`src/pkg/gvs_pkg.sv`:
```
// Package of constants for the grid voltage and frequency supervisor
package gvs_pkg;
	localparam int unsigned VAL_W = 16;
	localparam int unsigned DLY_W = 24;
	localparam int unsigned CH_N = 4;
	// Channel indices
	localparam int unsigned CH_OV = 0;
	localparam int unsigned CH_UV = 1;
	localparam int unsigned CH_HF = 2;
	localparam int unsigned CH_LF = 3;
	// Register byte addresses
	localparam logic [7:0] A_CTRL      = 8'h00;
	localparam logic [7:0] A_STATUS    = 8'h04;
	localparam logic [7:0] A_VOLT_HYST = 8'h08;
	localparam logic [7:0] A_FREQ_HYST = 8'h0C;
	localparam logic [7:0] A_CH_BASE   = 8'h10;
	localparam logic [7:0] A_CH_STRIDE = 8'h10;
	localparam logic [1:0] O_WARN_LIM  = 2'h0;
	localparam logic [1:0] O_FAULT_LIM = 2'h1;
	localparam logic [1:0] O_INST_LIM  = 2'h2;
	localparam logic [1:0] O_DELAY     = 2'h3;
	localparam logic [7:0] A_MEAS_V    = 8'h50;
	localparam logic [7:0] A_MEAS_F    = 8'h54;
	// Field positions
	localparam int unsigned CTRL_EN_BIT  = 0;
	localparam int unsigned ST_WARN_LSB  = 0;
	localparam int unsigned ST_FAULT_LSB = 4;
	localparam int unsigned ST_INST_LSB  = 8;
	localparam int unsigned ST_STOP_BIT  = 12;
	localparam int unsigned ST_RUN_BIT   = 13;
	// Reset values
	localparam logic [VAL_W-1:0] RST_HYST  = 16'h0002;
	localparam logic [VAL_W-1:0] RST_HI    = 16'hFFFF;
	localparam logic [VAL_W-1:0] RST_LO    = 16'h0000;
	localparam logic [DLY_W-1:0] RST_DELAY = 24'h00_0032;
endpackage

```
`src/design/gvs_supervisor.sv`:
```
// Grid voltage and frequency supervisor with APB register slave
//
// The implementer's own choices: the APB interface to the registers and the placing of the registers.
`timescale 1ns/100ps
`default_nettype none

////////////////////////////////////////////////////////////////////////////////
// Overview of operation
// - While running, overvoltage warning after voltage exceeds warning limit for delay.
// - Overvoltage warning/fault hold until voltage falls to limit minus voltage hysteresis.
// - Overvoltage delayed fault and stop after same delay above fault limit.
// - Instant overvoltage fault and stop above instant limit, no delay.
// - While running, undervoltage warning after voltage below warning limit for delay.
// - Undervoltage warning/fault hold until voltage rises to limit plus hysteresis.
// - Undervoltage delayed fault and stop after same delay below fault limit.
// - Instant undervoltage fault and stop below instant limit.
// - While running, high-frequency warning after frequency above limit for delay.
// - High-frequency warning/fault hold until frequency falls to limit minus hysteresis.
// - High-frequency delayed fault and stop after same delay above fault limit.
// - Instant high-frequency fault and stop above instant limit.
// - While running, low-frequency warning after frequency below limit for delay.
// - Low-frequency warning/fault hold until frequency rises to limit plus hysteresis.
// - Low-frequency delayed fault and stop after same delay below fault limit.
// - Instant low-frequency fault and stop below instant limit.
module gvs_supervisor
	import gvs_pkg::*;
(
	input  wire logic             core_clk,   // System clock, 50 MHz
	input  wire logic             rst,        // Async reset, active high
	input  wire logic             running,    // Converter is running
	input  wire logic [VAL_W-1:0] voltPct,    // Measured grid voltage
	input  wire logic [VAL_W-1:0] gridFreq,   // Measured grid frequency
	input  wire logic             psel,       // APB select
	input  wire logic             penable,    // APB enable
	input  wire logic             pwrite,     // APB direction
	input  wire logic [7:0]       paddr,      // APB byte address
	input  wire logic [31:0]      pwdata,     // APB write data
	output logic      [31:0]      prdata,     // APB read data
	output logic                  pready,     // APB ready
	output logic                  pslverr,    // APB error
	output logic      [CH_N-1:0]  warnFlag,   // Warning per channel
	output logic      [CH_N-1:0]  faultFlag,  // Delayed fault per channel
	output logic      [CH_N-1:0]  instFlag,   // Instant fault per channel
	output logic                  stopReq     // Stop request
);

	////////////////////////////////////////////////////////////////////////////
	// Configuration registers
	logic             enable_q, enable_d;
	logic [VAL_W-1:0] voltHyst_q, voltHyst_d;
	logic [VAL_W-1:0] freqHyst_q, freqHyst_d;
	logic [VAL_W-1:0] warnLim_q [CH_N];
	logic [VAL_W-1:0] warnLim_d [CH_N];
	logic [VAL_W-1:0] faultLim_q [CH_N];
	logic [VAL_W-1:0] faultLim_d [CH_N];
	logic [VAL_W-1:0] instLim_q [CH_N];
	logic [VAL_W-1:0] instLim_d [CH_N];
	logic [DLY_W-1:0] delay_q [CH_N];
	logic [DLY_W-1:0] delay_d [CH_N];
	logic [31:0]      prdata_d;
	logic             pready_d, pslverr_d;

	logic        active;
	logic        wrEn;
	logic        rdEn;
	logic [31:0] statusWord;
	logic [2:0]  chIdx;
	logic        chHit;

	// Supervision runs only when software enables it and the converter runs
	assign active = enable_q & running;
	assign wrEn = psel & penable & pwrite & ~pready;
	assign rdEn = psel & penable & ~pwrite & ~pready;
	assign chIdx = 3'(((paddr - A_CH_BASE) >> 4));
	assign chHit = (paddr >= A_CH_BASE) && (paddr < A_MEAS_V);

	always_comb begin
		enable_d = enable_q;
		voltHyst_d = voltHyst_q;
		freqHyst_d = freqHyst_q;
		warnLim_d = warnLim_q;
		faultLim_d = faultLim_q;
		instLim_d = instLim_q;
		delay_d = delay_q;
		prdata_d = prdata;
		pslverr_d = 1'b0;
		// Answer one cycle into the access phase, pready a single-cycle pulse
		pready_d = psel & penable & ~pready;
		if (wrEn) begin
			if (paddr == A_CTRL) begin
				enable_d = pwdata[CTRL_EN_BIT];
			end else if (paddr == A_VOLT_HYST) begin
				voltHyst_d = pwdata[VAL_W-1:0];
			end else if (paddr == A_FREQ_HYST) begin
				freqHyst_d = pwdata[VAL_W-1:0];
			end else if (chHit && paddr[1:0] == 2'b00) begin
				unique case (paddr[3:2])
					O_WARN_LIM:  warnLim_d[chIdx[1:0]] = pwdata[VAL_W-1:0];
					O_FAULT_LIM: faultLim_d[chIdx[1:0]] = pwdata[VAL_W-1:0];
					O_INST_LIM:  instLim_d[chIdx[1:0]] = pwdata[VAL_W-1:0];
					O_DELAY:     delay_d[chIdx[1:0]] = pwdata[DLY_W-1:0];
				endcase
			end else if (paddr != A_STATUS && paddr != A_MEAS_V
					&& paddr != A_MEAS_F) begin
				pslverr_d = 1'b1;
			end
		end
		if (rdEn) begin
			prdata_d = 32'h0000_0000;
			if (paddr == A_CTRL) begin
				prdata_d[CTRL_EN_BIT] = enable_q;
			end else if (paddr == A_STATUS) begin
				prdata_d = statusWord;
			end else if (paddr == A_VOLT_HYST) begin
				prdata_d[VAL_W-1:0] = voltHyst_q;
			end else if (paddr == A_FREQ_HYST) begin
				prdata_d[VAL_W-1:0] = freqHyst_q;
			end else if (paddr == A_MEAS_V) begin
				prdata_d[VAL_W-1:0] = voltPct;
			end else if (paddr == A_MEAS_F) begin
				prdata_d[VAL_W-1:0] = gridFreq;
			end else if (chHit && paddr[1:0] == 2'b00) begin
				unique case (paddr[3:2])
					O_WARN_LIM:  prdata_d[VAL_W-1:0] = warnLim_q[chIdx[1:0]];
					O_FAULT_LIM: prdata_d[VAL_W-1:0] = faultLim_q[chIdx[1:0]];
					O_INST_LIM:  prdata_d[VAL_W-1:0] = instLim_q[chIdx[1:0]];
					O_DELAY:     prdata_d[DLY_W-1:0] = delay_q[chIdx[1:0]];
				endcase
			end else begin
				pslverr_d = 1'b1;
			end
		end
	end

	always_ff @(posedge core_clk or posedge rst) begin
		if (rst) begin
			enable_q <= 1'b1;
			voltHyst_q <= RST_HYST;
			freqHyst_q <= RST_HYST;
			prdata <= 32'h0000_0000;
			pready <= 1'b0;
			pslverr <= 1'b0;
			for (int i = 0; i < CH_N; i++) begin
				// Upper channels idle at max, lower ones at zero
				warnLim_q[i] <= (i == CH_OV || i == CH_HF) ? RST_HI : RST_LO;
				faultLim_q[i] <= (i == CH_OV || i == CH_HF) ? RST_HI : RST_LO;
				instLim_q[i] <= (i == CH_OV || i == CH_HF) ? RST_HI : RST_LO;
				delay_q[i] <= RST_DELAY;
			end
		end else begin
			enable_q <= enable_d;
			voltHyst_q <= voltHyst_d;
			freqHyst_q <= freqHyst_d;
			prdata <= prdata_d;
			pready <= pready_d;
			pslverr <= pslverr_d;
			warnLim_q <= warnLim_d;
			faultLim_q <= faultLim_d;
			instLim_q <= instLim_d;
			delay_q <= delay_d;
		end
	end

	////////////////////////////////////////////////////////////////////////////
	// Supervision channels
	wire  [CH_N-1:0] warnOut_d, faultOut_d, instOut_d;
	logic            stop_d;

	genvar g;
	generate
		for (g = 0; g < CH_N; g++) begin : gCh
			localparam bit IS_HIGH = (g == CH_OV) || (g == CH_HF);
			logic [VAL_W-1:0] meas, hyst;
			logic [VAL_W:0]   wRel, fRel;
			logic             wTrig, fTrig, iTrig;
			logic             wHold_q, wHold_d, fHold_q, fHold_d;
			logic [DLY_W-1:0] wCnt_q, wCnt_d, fCnt_q, fCnt_d;
			logic             wOn_d, fOn_d;

			assign meas = (g == CH_OV || g == CH_UV) ? voltPct : gridFreq;
			assign hyst = (g == CH_OV || g == CH_UV) ? voltHyst_q : freqHyst_q;
			// Release thresholds in one extra bit so they never wrap
			assign wRel = IS_HIGH
				? {1'b0, warnLim_q[g]} - {1'b0, hyst}
				: {1'b0, warnLim_q[g]} + {1'b0, hyst};
			assign fRel = IS_HIGH
				? {1'b0, faultLim_q[g]} - {1'b0, hyst}
				: {1'b0, faultLim_q[g]} + {1'b0, hyst};

			always_comb begin
				if (IS_HIGH) begin
					wTrig = wHold_q ? ($signed({1'b0, meas}) > $signed(wRel))
						: (meas > warnLim_q[g]);
					fTrig = fHold_q ? ($signed({1'b0, meas}) > $signed(fRel))
						: (meas > faultLim_q[g]);
					iTrig = meas > instLim_q[g];
				end else begin
					wTrig = wHold_q ? ({1'b0, meas} < wRel)
						: (meas < warnLim_q[g]);
					fTrig = fHold_q ? ({1'b0, meas} < fRel)
						: (meas < faultLim_q[g]);
					iTrig = meas < instLim_q[g];
				end
				wHold_d = active & wTrig;
				fHold_d = active & fTrig;
				wCnt_d = (active & wTrig) ? wCnt_q : '0;
				fCnt_d = (active & fTrig) ? fCnt_q : '0;
				wOn_d = active & wTrig & (wCnt_q >= delay_q[g]);
				fOn_d = active & fTrig & (fCnt_q >= delay_q[g]);
				if (active & wTrig & ~wOn_d) begin
					wCnt_d = wCnt_q + 1'b1;
				end
				if (active & fTrig & ~fOn_d) begin
					fCnt_d = fCnt_q + 1'b1;
				end
			end

			// One continuous driver per bit keeps the vectors single-driven
			assign warnOut_d[g] = wOn_d;
			assign faultOut_d[g] = fOn_d;
			assign instOut_d[g] = active & iTrig;

			// Hold tracks when the limit was first crossed, not the timed output
			always_ff @(posedge core_clk or posedge rst) begin
				// cleared at reset and when not running
				if (rst) begin
					wHold_q <= 1'b0;
					fHold_q <= 1'b0;
					wCnt_q <= '0;
					fCnt_q <= '0;
				end else begin
					wHold_q <= wHold_d;
					fHold_q <= fHold_d;
					wCnt_q <= wCnt_d;
					fCnt_q <= fCnt_d;
				end
			end
		end
	endgenerate

	// Stop on any delayed or instant fault
	assign stop_d = |faultOut_d | |instOut_d;

	always_ff @(posedge core_clk or posedge rst) begin
		if (rst) begin
			warnFlag <= '0;
			faultFlag <= '0;
			instFlag <= '0;
			stopReq <= 1'b0;
		end else begin
			warnFlag <= warnOut_d;
			faultFlag <= faultOut_d;
			instFlag <= instOut_d;
			stopReq <= stop_d;
		end
	end

	always_comb begin
		statusWord = 32'h0000_0000;
		statusWord[ST_WARN_LSB +: CH_N] = warnFlag;
		statusWord[ST_FAULT_LSB +: CH_N] = faultFlag;
		statusWord[ST_INST_LSB +: CH_N] = instFlag;
		statusWord[ST_STOP_BIT] = stopReq;
		statusWord[ST_RUN_BIT] = active;
	end

endmodule

`default_nettype wire

```
`config.mk`:
```
export PLATFORM = sky130hd
export DESIGN_NAME = gvs_supervisor
export DESIGN_NICKNAME = d
export VERILOG_FILES = /design/src/pkg/gvs_pkg.sv /design/src/design/gvs_supervisor.sv
export SDC_FILE = /design/constraint.sdc
export NUM_CORES = 2
export LEC_CHECK = 0
export BUFFER_PORTS_ARGS = -buffer_cell sky130_fd_sc_hd__buf_4
export CAP_MARGIN = 25
export CORE_MARGIN = 5
export CORE_UTILIZATION = 35
export CTS_CLUSTER_DIAMETER = 50
export CTS_CLUSTER_SIZE = 16
export DETAILED_ROUTE_END_ITERATION = 10
export HOLD_SLACK_MARGIN = 0.08
export SYNTH_ARGS = -nofsm -noshare
export SYNTH_HDL_FRONTEND = slang
export SYNTH_SLANG_ARGS = --single-unit
```
`constraint.sdc`:
```
create_clock -name core_clk -period 43.9 [get_ports core_clk]
set_input_delay 8.78 -clock core_clk [delete_from_list [all_inputs] [get_ports core_clk]]
set_output_delay 8.78 -clock core_clk [all_outputs]
set_load 0.01 [all_outputs]
```
# --- Word level (Yosys, flattened, before mapping) ---
# Index checks and enable logic that the tools add are counted.
totals:
  reg_bits: 568
  out_inout_bits: 47
  word_cells: 249
classes:
  bitwise: 50
  n_lt_le_gt_ge: 32
  addsub: 17
  mux: 72
  n_eq_ne: 19
  reduce_logical: 17
op_table:
  columns: ["op", "n"]
  rows:
  - ["2-to-1 mux 24 bit", 21]
  - ["adder 24 x 1 -> 24 bit (second input constant)", 8]
  - ["bitwise mux 64 bit", 3]
  - [">= comparator 24 bit", 8]
  - ["2-to-1 mux 16 bit", 11]
  - ["binary-select mux 16 bit (select 2 bit)", 3]
  - ["bitwise mux 96 bit", 1]
  - ["> comparator 16 bit", 6]
  - ["< comparator 16 bit", 6]
  - ["adder 16 x 16 -> 17 bit", 4]
  - ["> comparator 17 bit", 4]
  - ["< comparator 16 x 17 -> 1 bit", 4]
  - ["subtractor 16 x 16 -> 17 bit", 4]
  - ["one-hot mux 16 bit (4 select lines)", 1]
  - ["binary-select mux 24 bit (select 2 bit)", 1]
  - ["demux 24 bit (select 2 bit)", 1]
  - ["2-to-1 mux 8 bit", 5]
  - ["bitwise AND 1 bit", 35]
  - ["demux 16 bit (select 2 bit)", 1]
  - ["AND reduction 6 bit", 4]
  - ["2-to-1 mux 1 bit", 23]
  - ["2-to-1 mux 23 bit", 1]
  - ["equality test 8 x 4 -> 1 bit (second input constant)", 2]
  - ["equality test 8 x 7 -> 1 bit (second input constant)", 2]
  - ["21 further kinds", 48]

# --- Longest topological paths before layout ---
logic_depth:
  ltp_word: 17
  depth_mapped: 24
  depth_no_buf: 23

# --- Least setup slack after synthesis ---
# OpenSTA, ideal clock, no wires.
synth_path:
  kind: "input port to flip-flop"
  start: "input paddr[4]"
  end: "register prdata[0]"
  cell_stages: 16
  t_arrival_ps: 12069
  path_slack_ps: 31693
  cell_sequence: "buf_2 > buf_2 > clkbuf_1 > inv_1 > ha_1 > buf_2 > buf_2 > buf_2 > mux4_2 > mux4_2 > nand2_1 > o211ai_1 > o21ai_0 > o21ai_0 > o211ai_1 > o211ai_1"
synth_between:
  elab_chain_len: 13
synth_rtl:
  columns: ["element", "line_no", "text"]
  rows:
  - ["start: declaration", "gvs_supervisor.sv:36", "input wire logic [7:0] paddr,"]
  - ["subtractor 6 x 5 -> 6 bit", "gvs_supervisor.sv:74", "assign chIdx = 3'(((paddr - A_CH_BASE) >> 4));"]
  - ["inverter 2 -> 3 bit (not written as such)", null, null]
  - ["binary-select mux 24 bit (select 2 bit) (tied with other cells)", "gvs_supervisor.sv:127", "O_DELAY: prdata_d[DLY_W-1:0] = delay_q[chIdx[1:0]];"]
  - ["2-to-1 mux 24 bit (not written as such) (tied with other cells) (2 in series)", "gvs_supervisor.sv:127", null]
  - ["one-hot mux 16 bit (4 select lines)", "gvs_supervisor.sv:123", "unique case (paddr[3:2])"]
  - ["2-to-1 mux 24 bit", "gvs_supervisor.sv:122", "end else if (chHit && paddr[1:0] == 2'b00) begin"]
  - ["2-to-1 mux 16 bit", "gvs_supervisor.sv:120", "end else if (paddr == A_MEAS_F) begin"]
  - ["2-to-1 mux 16 bit", "gvs_supervisor.sv:118", "end else if (paddr == A_MEAS_V) begin"]
  - ["2-to-1 mux 16 bit", "gvs_supervisor.sv:116", "end else if (paddr == A_FREQ_HYST) begin"]
  - ["2-to-1 mux 16 bit", "gvs_supervisor.sv:114", "end else if (paddr == A_VOLT_HYST) begin"]
  - ["2-to-1 mux 24 bit", "gvs_supervisor.sv:112", "end else if (paddr == A_STATUS) begin"]
  - ["2-to-1 mux 1 bit (*)", "gvs_supervisor.sv:110", "if (paddr == A_CTRL) begin"]
  - ["end signal: assignment", "gvs_supervisor.sv:154", "prdata <= prdata_d;"]
  - ["end: declaration", "gvs_supervisor.sv:38", "output logic [31:0] prdata,"]
# Mark *: on every way between the ends. The rest lies on a longest branch, timed or not. The select of a mux whose other input is x is not followed.
# A chain may end at the register's enable or synchronous reset.

# --- Worst setup path after layout ---
# Ends and elaborated chain as after synthesis.

==> impl_metrics.tcl <==
set metrics [dict create \
    initialDrtViolationCount 2556 \
    place_congestion 0.957 \
    cts_tree "built" \
    dpl.hpwl_um 108000 \
    finalCritPeriodShare 0.282 \
    num_io_pins 125 \
    clock_latency_ps 660 \
    ant_nets 0 \
    numClockSinks 560 \
    total_leakage_power_nw 22.1 \
    die_area_um2 132000 \
    yosysWarnings 0 \
    powerDensity_nw_per_um2 28.5 \
    async_flop_share 1.00 \
    path_cells "buf_4, inv_1, ha_4, buf_4, mux4_2, mux4_2, nand2_1, o211ai_1, o21ai_0, o21ai_0, o211ai_1, o211ai_1" \
    r2r_cells 19 \
    hold_path_depth 1 \
    worstMarginPinSlew_ps 1070 \
    coreArea_um2 124000 \
    p_int_mw 0.987 \
    comb_power_share 0.124 \
    worst_path_most_repeated_cell "o211ai_1" \
    hold_viol_final 0 \
    grt_setup_unrepaired "no" \
    synthXorXnorAreaFrac 0.0487 \
    first_pass_iters 5 \
    vias 35145 \
    switching_power_mw 0.411 \
    synth_fa_ha_area_frac 0.188 \
    synthToLayoutAreaGrowth_pct 12.7 \
    fin_tns_setup_ps 0 \
    synth_top_family_by_area "adder cells" \
    synth_area_per_cell_um2 9.79 \
    rows 129 \
    synthSimpleGateAreaFrac 0.131 \
    cp.arrival_ps 12870 \
    cts_buffer_depth 3 \
    die_x_um 363 \
    chipHeight_um 363 \
    routedWlPerCell_um 22.4 \
    synth_edf_count 0 \
    synthMuxAreaShare 0.123 \
    synth_ff_type "dfrtp_1" \
    remaining_drc_errors 0 \
    cts.repair.resized 0 \
    setup_violations 0 \
    share_seq_of_total_power 0.380 \
    grt_pass1_vias 34398 \
    fmax_mhz 80.9 \
    max_slew_margin 0.287 \
    startpoint_type "input pin" \
    grt_overflow 0 \
    crit_fanout 39 \
    ir_drop_mv 0.0279 \
    ys_ff_latch 560 \
    cp.required_ps 44410 \
    end_kind "flip-flop" \
    worst_clock_skew_ps 24.6 \
    slew_viol_final 0 \
    initial_utilization 0.352 \
    cts_max_level 3 \
    clock_power_share 0.496 \
    cts_made_buffers 79 \
    drv_cap 0 \
    postCtsSetupRepairBufs 0 \
    cts_hold_buf 0 \
    grt_max_degree 154 \
    ys_types 90 \
    root_buffer "clkbuf_16" \
    critical-path-max-stage-delay_ps 740 \
    hold_class "flip-flop to flip-flop" \
    outcome "finished clean" \
    antenna_found_initial 15 \
    ys_seq_area_frac 0.325 \
    drive_gt1_frac 0.179 \
    via_per_inst 5.64 \
    grt_first_pass_wirelength_um 211000 \
    crit_type "input pin to flip-flop" \
    slowest_stage "ha_4" \
    swShare 0.294 \
    wirelength_um 140000 \
    io_buffers 108 \
    min_period_ps 12370 \
    gr-usage-all-layers 0.208 \
    nets 5251 \
    clk_pin_slew_ps 50 \
    report.power.total_mw 1.40 \
    synthCells 4447 \
    netlist_area_um2 43500 \
    synth_compound_area_frac 0.135 \
]
## per-stage QoR
| stage | hold WS (ps) | cell area (um^2) | utilization | cells | setup WS, ps |
|---|---|---|---|---|---|
| after floorplan | 489 | 43600 | - | 4454 | 19640 |
| after global placement | 460 | 46100 | 0.373 | 6073 | 30860 |
| after detailed placement | 469 | 46100 | 0.373 | 6074 | 30820 |
| after CTS | 481 | 49000 | 0.396 | 6220 | 31520 |
| after global routing | 500 | 49100 | 0.397 | 6227 | 31240 |
| final | 475 | 49100 | 0.397 | 6232 | 31530 |
## worst paths after layout
check / start / to / slack [ps]
max in group asynchronous: rst / delay_q[84]$_DFFE_PP0P_ / 32610
min reg2reg: prdata[10]$_DFFE_PP0P_ / prdata[10]$_DFFE_PP0P_ / 480
max: paddr[4] / prdata[0]$_DFFE_PP0P_ / 31530
max reg2reg: freqHyst_q[1]$_DFFE_PP1P_ / stopReq$_DFF_PP0_ / 37990
min in group asynchronous: rst / gCh[0].hyst[4]$_DFFE_PP0P_ / 8260
min: prdata[10]$_DFFE_PP0P_ / prdata[10]$_DFFE_PP0P_ / 480
## cells by family (layout without fill, tap and decap cells)
logic type	after synthesis	count (layout)
AO/OA/AOI/OAI	916	916
XOR/XNOR	242	242
adder cells (fa/ha/maj)	651	651
buffers and inverters	551	684
flip-flops	560	560
multiplexers	387	387
other	1	16
AND/OR/NAND/NOR	1139	1139
## final cells by class
cell class                 instances  area (um^2)
clock inverter                    56          801
multi-input combinational       3343        27300
clock buffer                      90         2100
timing repair buffer             142         1130
sequential                       560        14200
fill                           12234        74600
antenna                            8         20.0
tap                             1637         2050
inverter                         396         1490
## power by group through the flow
stage                     registers [mW]  logic [mW]  clock network (mW)
final                              0.531       0.174               0.694
after global routing               0.531       0.195               0.728
after CTS                          0.531       0.174               0.707
after detailed placement           0.540       0.173                   0
after global placement             0.539       0.169                   0
after floorplan                    0.536       0.117                   0
## routing by layer
layer	vias up	routed length (um)	track usage
met4	8	5400	0.0797
met1	17486	62600	0.290
li1	16364	-	-
met3	216	10600	0.0340
met5	-	50	0
met2	1071	61200	0.324
## synth_stat cells (10+ instances only)
library cell	instances	area share
nand2b_1	45	0.0065
dfrtp_1	449	0.26
nand3_1	132	0.015
xor2_1	147	0.030
xnor2_1	95	0.019
clkbuf_1	97	0.0084
o31ai_1	20	0.0034
dfstp_2	111	0.067
a21oi_1	243	0.028
o21a_1	40	0.0069
and4_1	15	0.0030
o21bai_1	16	0.0028
mux2_2	291	0.075
and2_1	23	0.0033
and3_1	71	0.010
o21ai_0	213	0.024
a211oi_1	55	0.0095
mux4_2	88	0.046
a31oi_1	24	0.0034
o22ai_1	15	0.0022
nor3_1	52	0.0060
buf_1	22	0.0019
inv_1	396	0.034
or2_2	10	0.0014
nor4_1	13	0.0019
buf_2	27	0.0031
nand4_1	119	0.017
a2111oi_0	22	0.0044
ha_1	643	0.18
or3_1	37	0.0053
nor2_1	282	0.024
or4_1	15	0.0026
a21o_1	137	0.024
nor2b_1	37	0.0053
o211ai_1	39	0.0067
nand2_1	254	0.022
## cell usage in the layout (no fill, tap or decap), types with 23 or more instances in the layout
master,netlist,routed
ha_1,643,642
dfrtp_1,449,449
inv_1,396,395
mux2_2,291,291
nor2_1,282,279
nand2_1,254,254
a21oi_1,243,242
o21ai_0,213,213
xor2_1,147,147
buf_4,8,138
a21o_1,137,137
nand3_1,132,132
nand4_1,119,119
dfstp_2,111,111
xnor2_1,95,95
mux4_2,88,88
clkbuf_16,0,80
and3_1,71,71
a211oi_1,55,55
nor3_1,52,52
nand2b_1,45,45
o21a_1,40,40
o211ai_1,39,39
or3_1,37,37
nor2b_1,37,37
a31oi_1,24,24
and2_1,23,23
## state kept, by name, indices dropped and copies added (netlist names), 4 cells and up
| register | cells |
|---|---|
| freqHyst_q | 16 |
| gCh.wHold_q | 4 |
| instFlag | 4 |
| prdata | 24 |
| gCh.hyst | 16 |
| delay_q | 96 |
| warnFlag | 4 |
| warnLim_q | 64 |
| gCh.wCnt_q | 96 |
| gCh.fCnt_q | 96 |
| gCh.fHold_q | 4 |
| faultFlag | 4 |
| instLim_q | 64 |
| faultLim_q | 64 |
## critical path, delay by kind of cell
kind            cells  cell delay (ps)
compound gates      5              930
fa+ha+maj           1              740
buf+inv             3             1200
mux                 2             1050
simple gates        1               80
(Power assumes the default switching activity.)
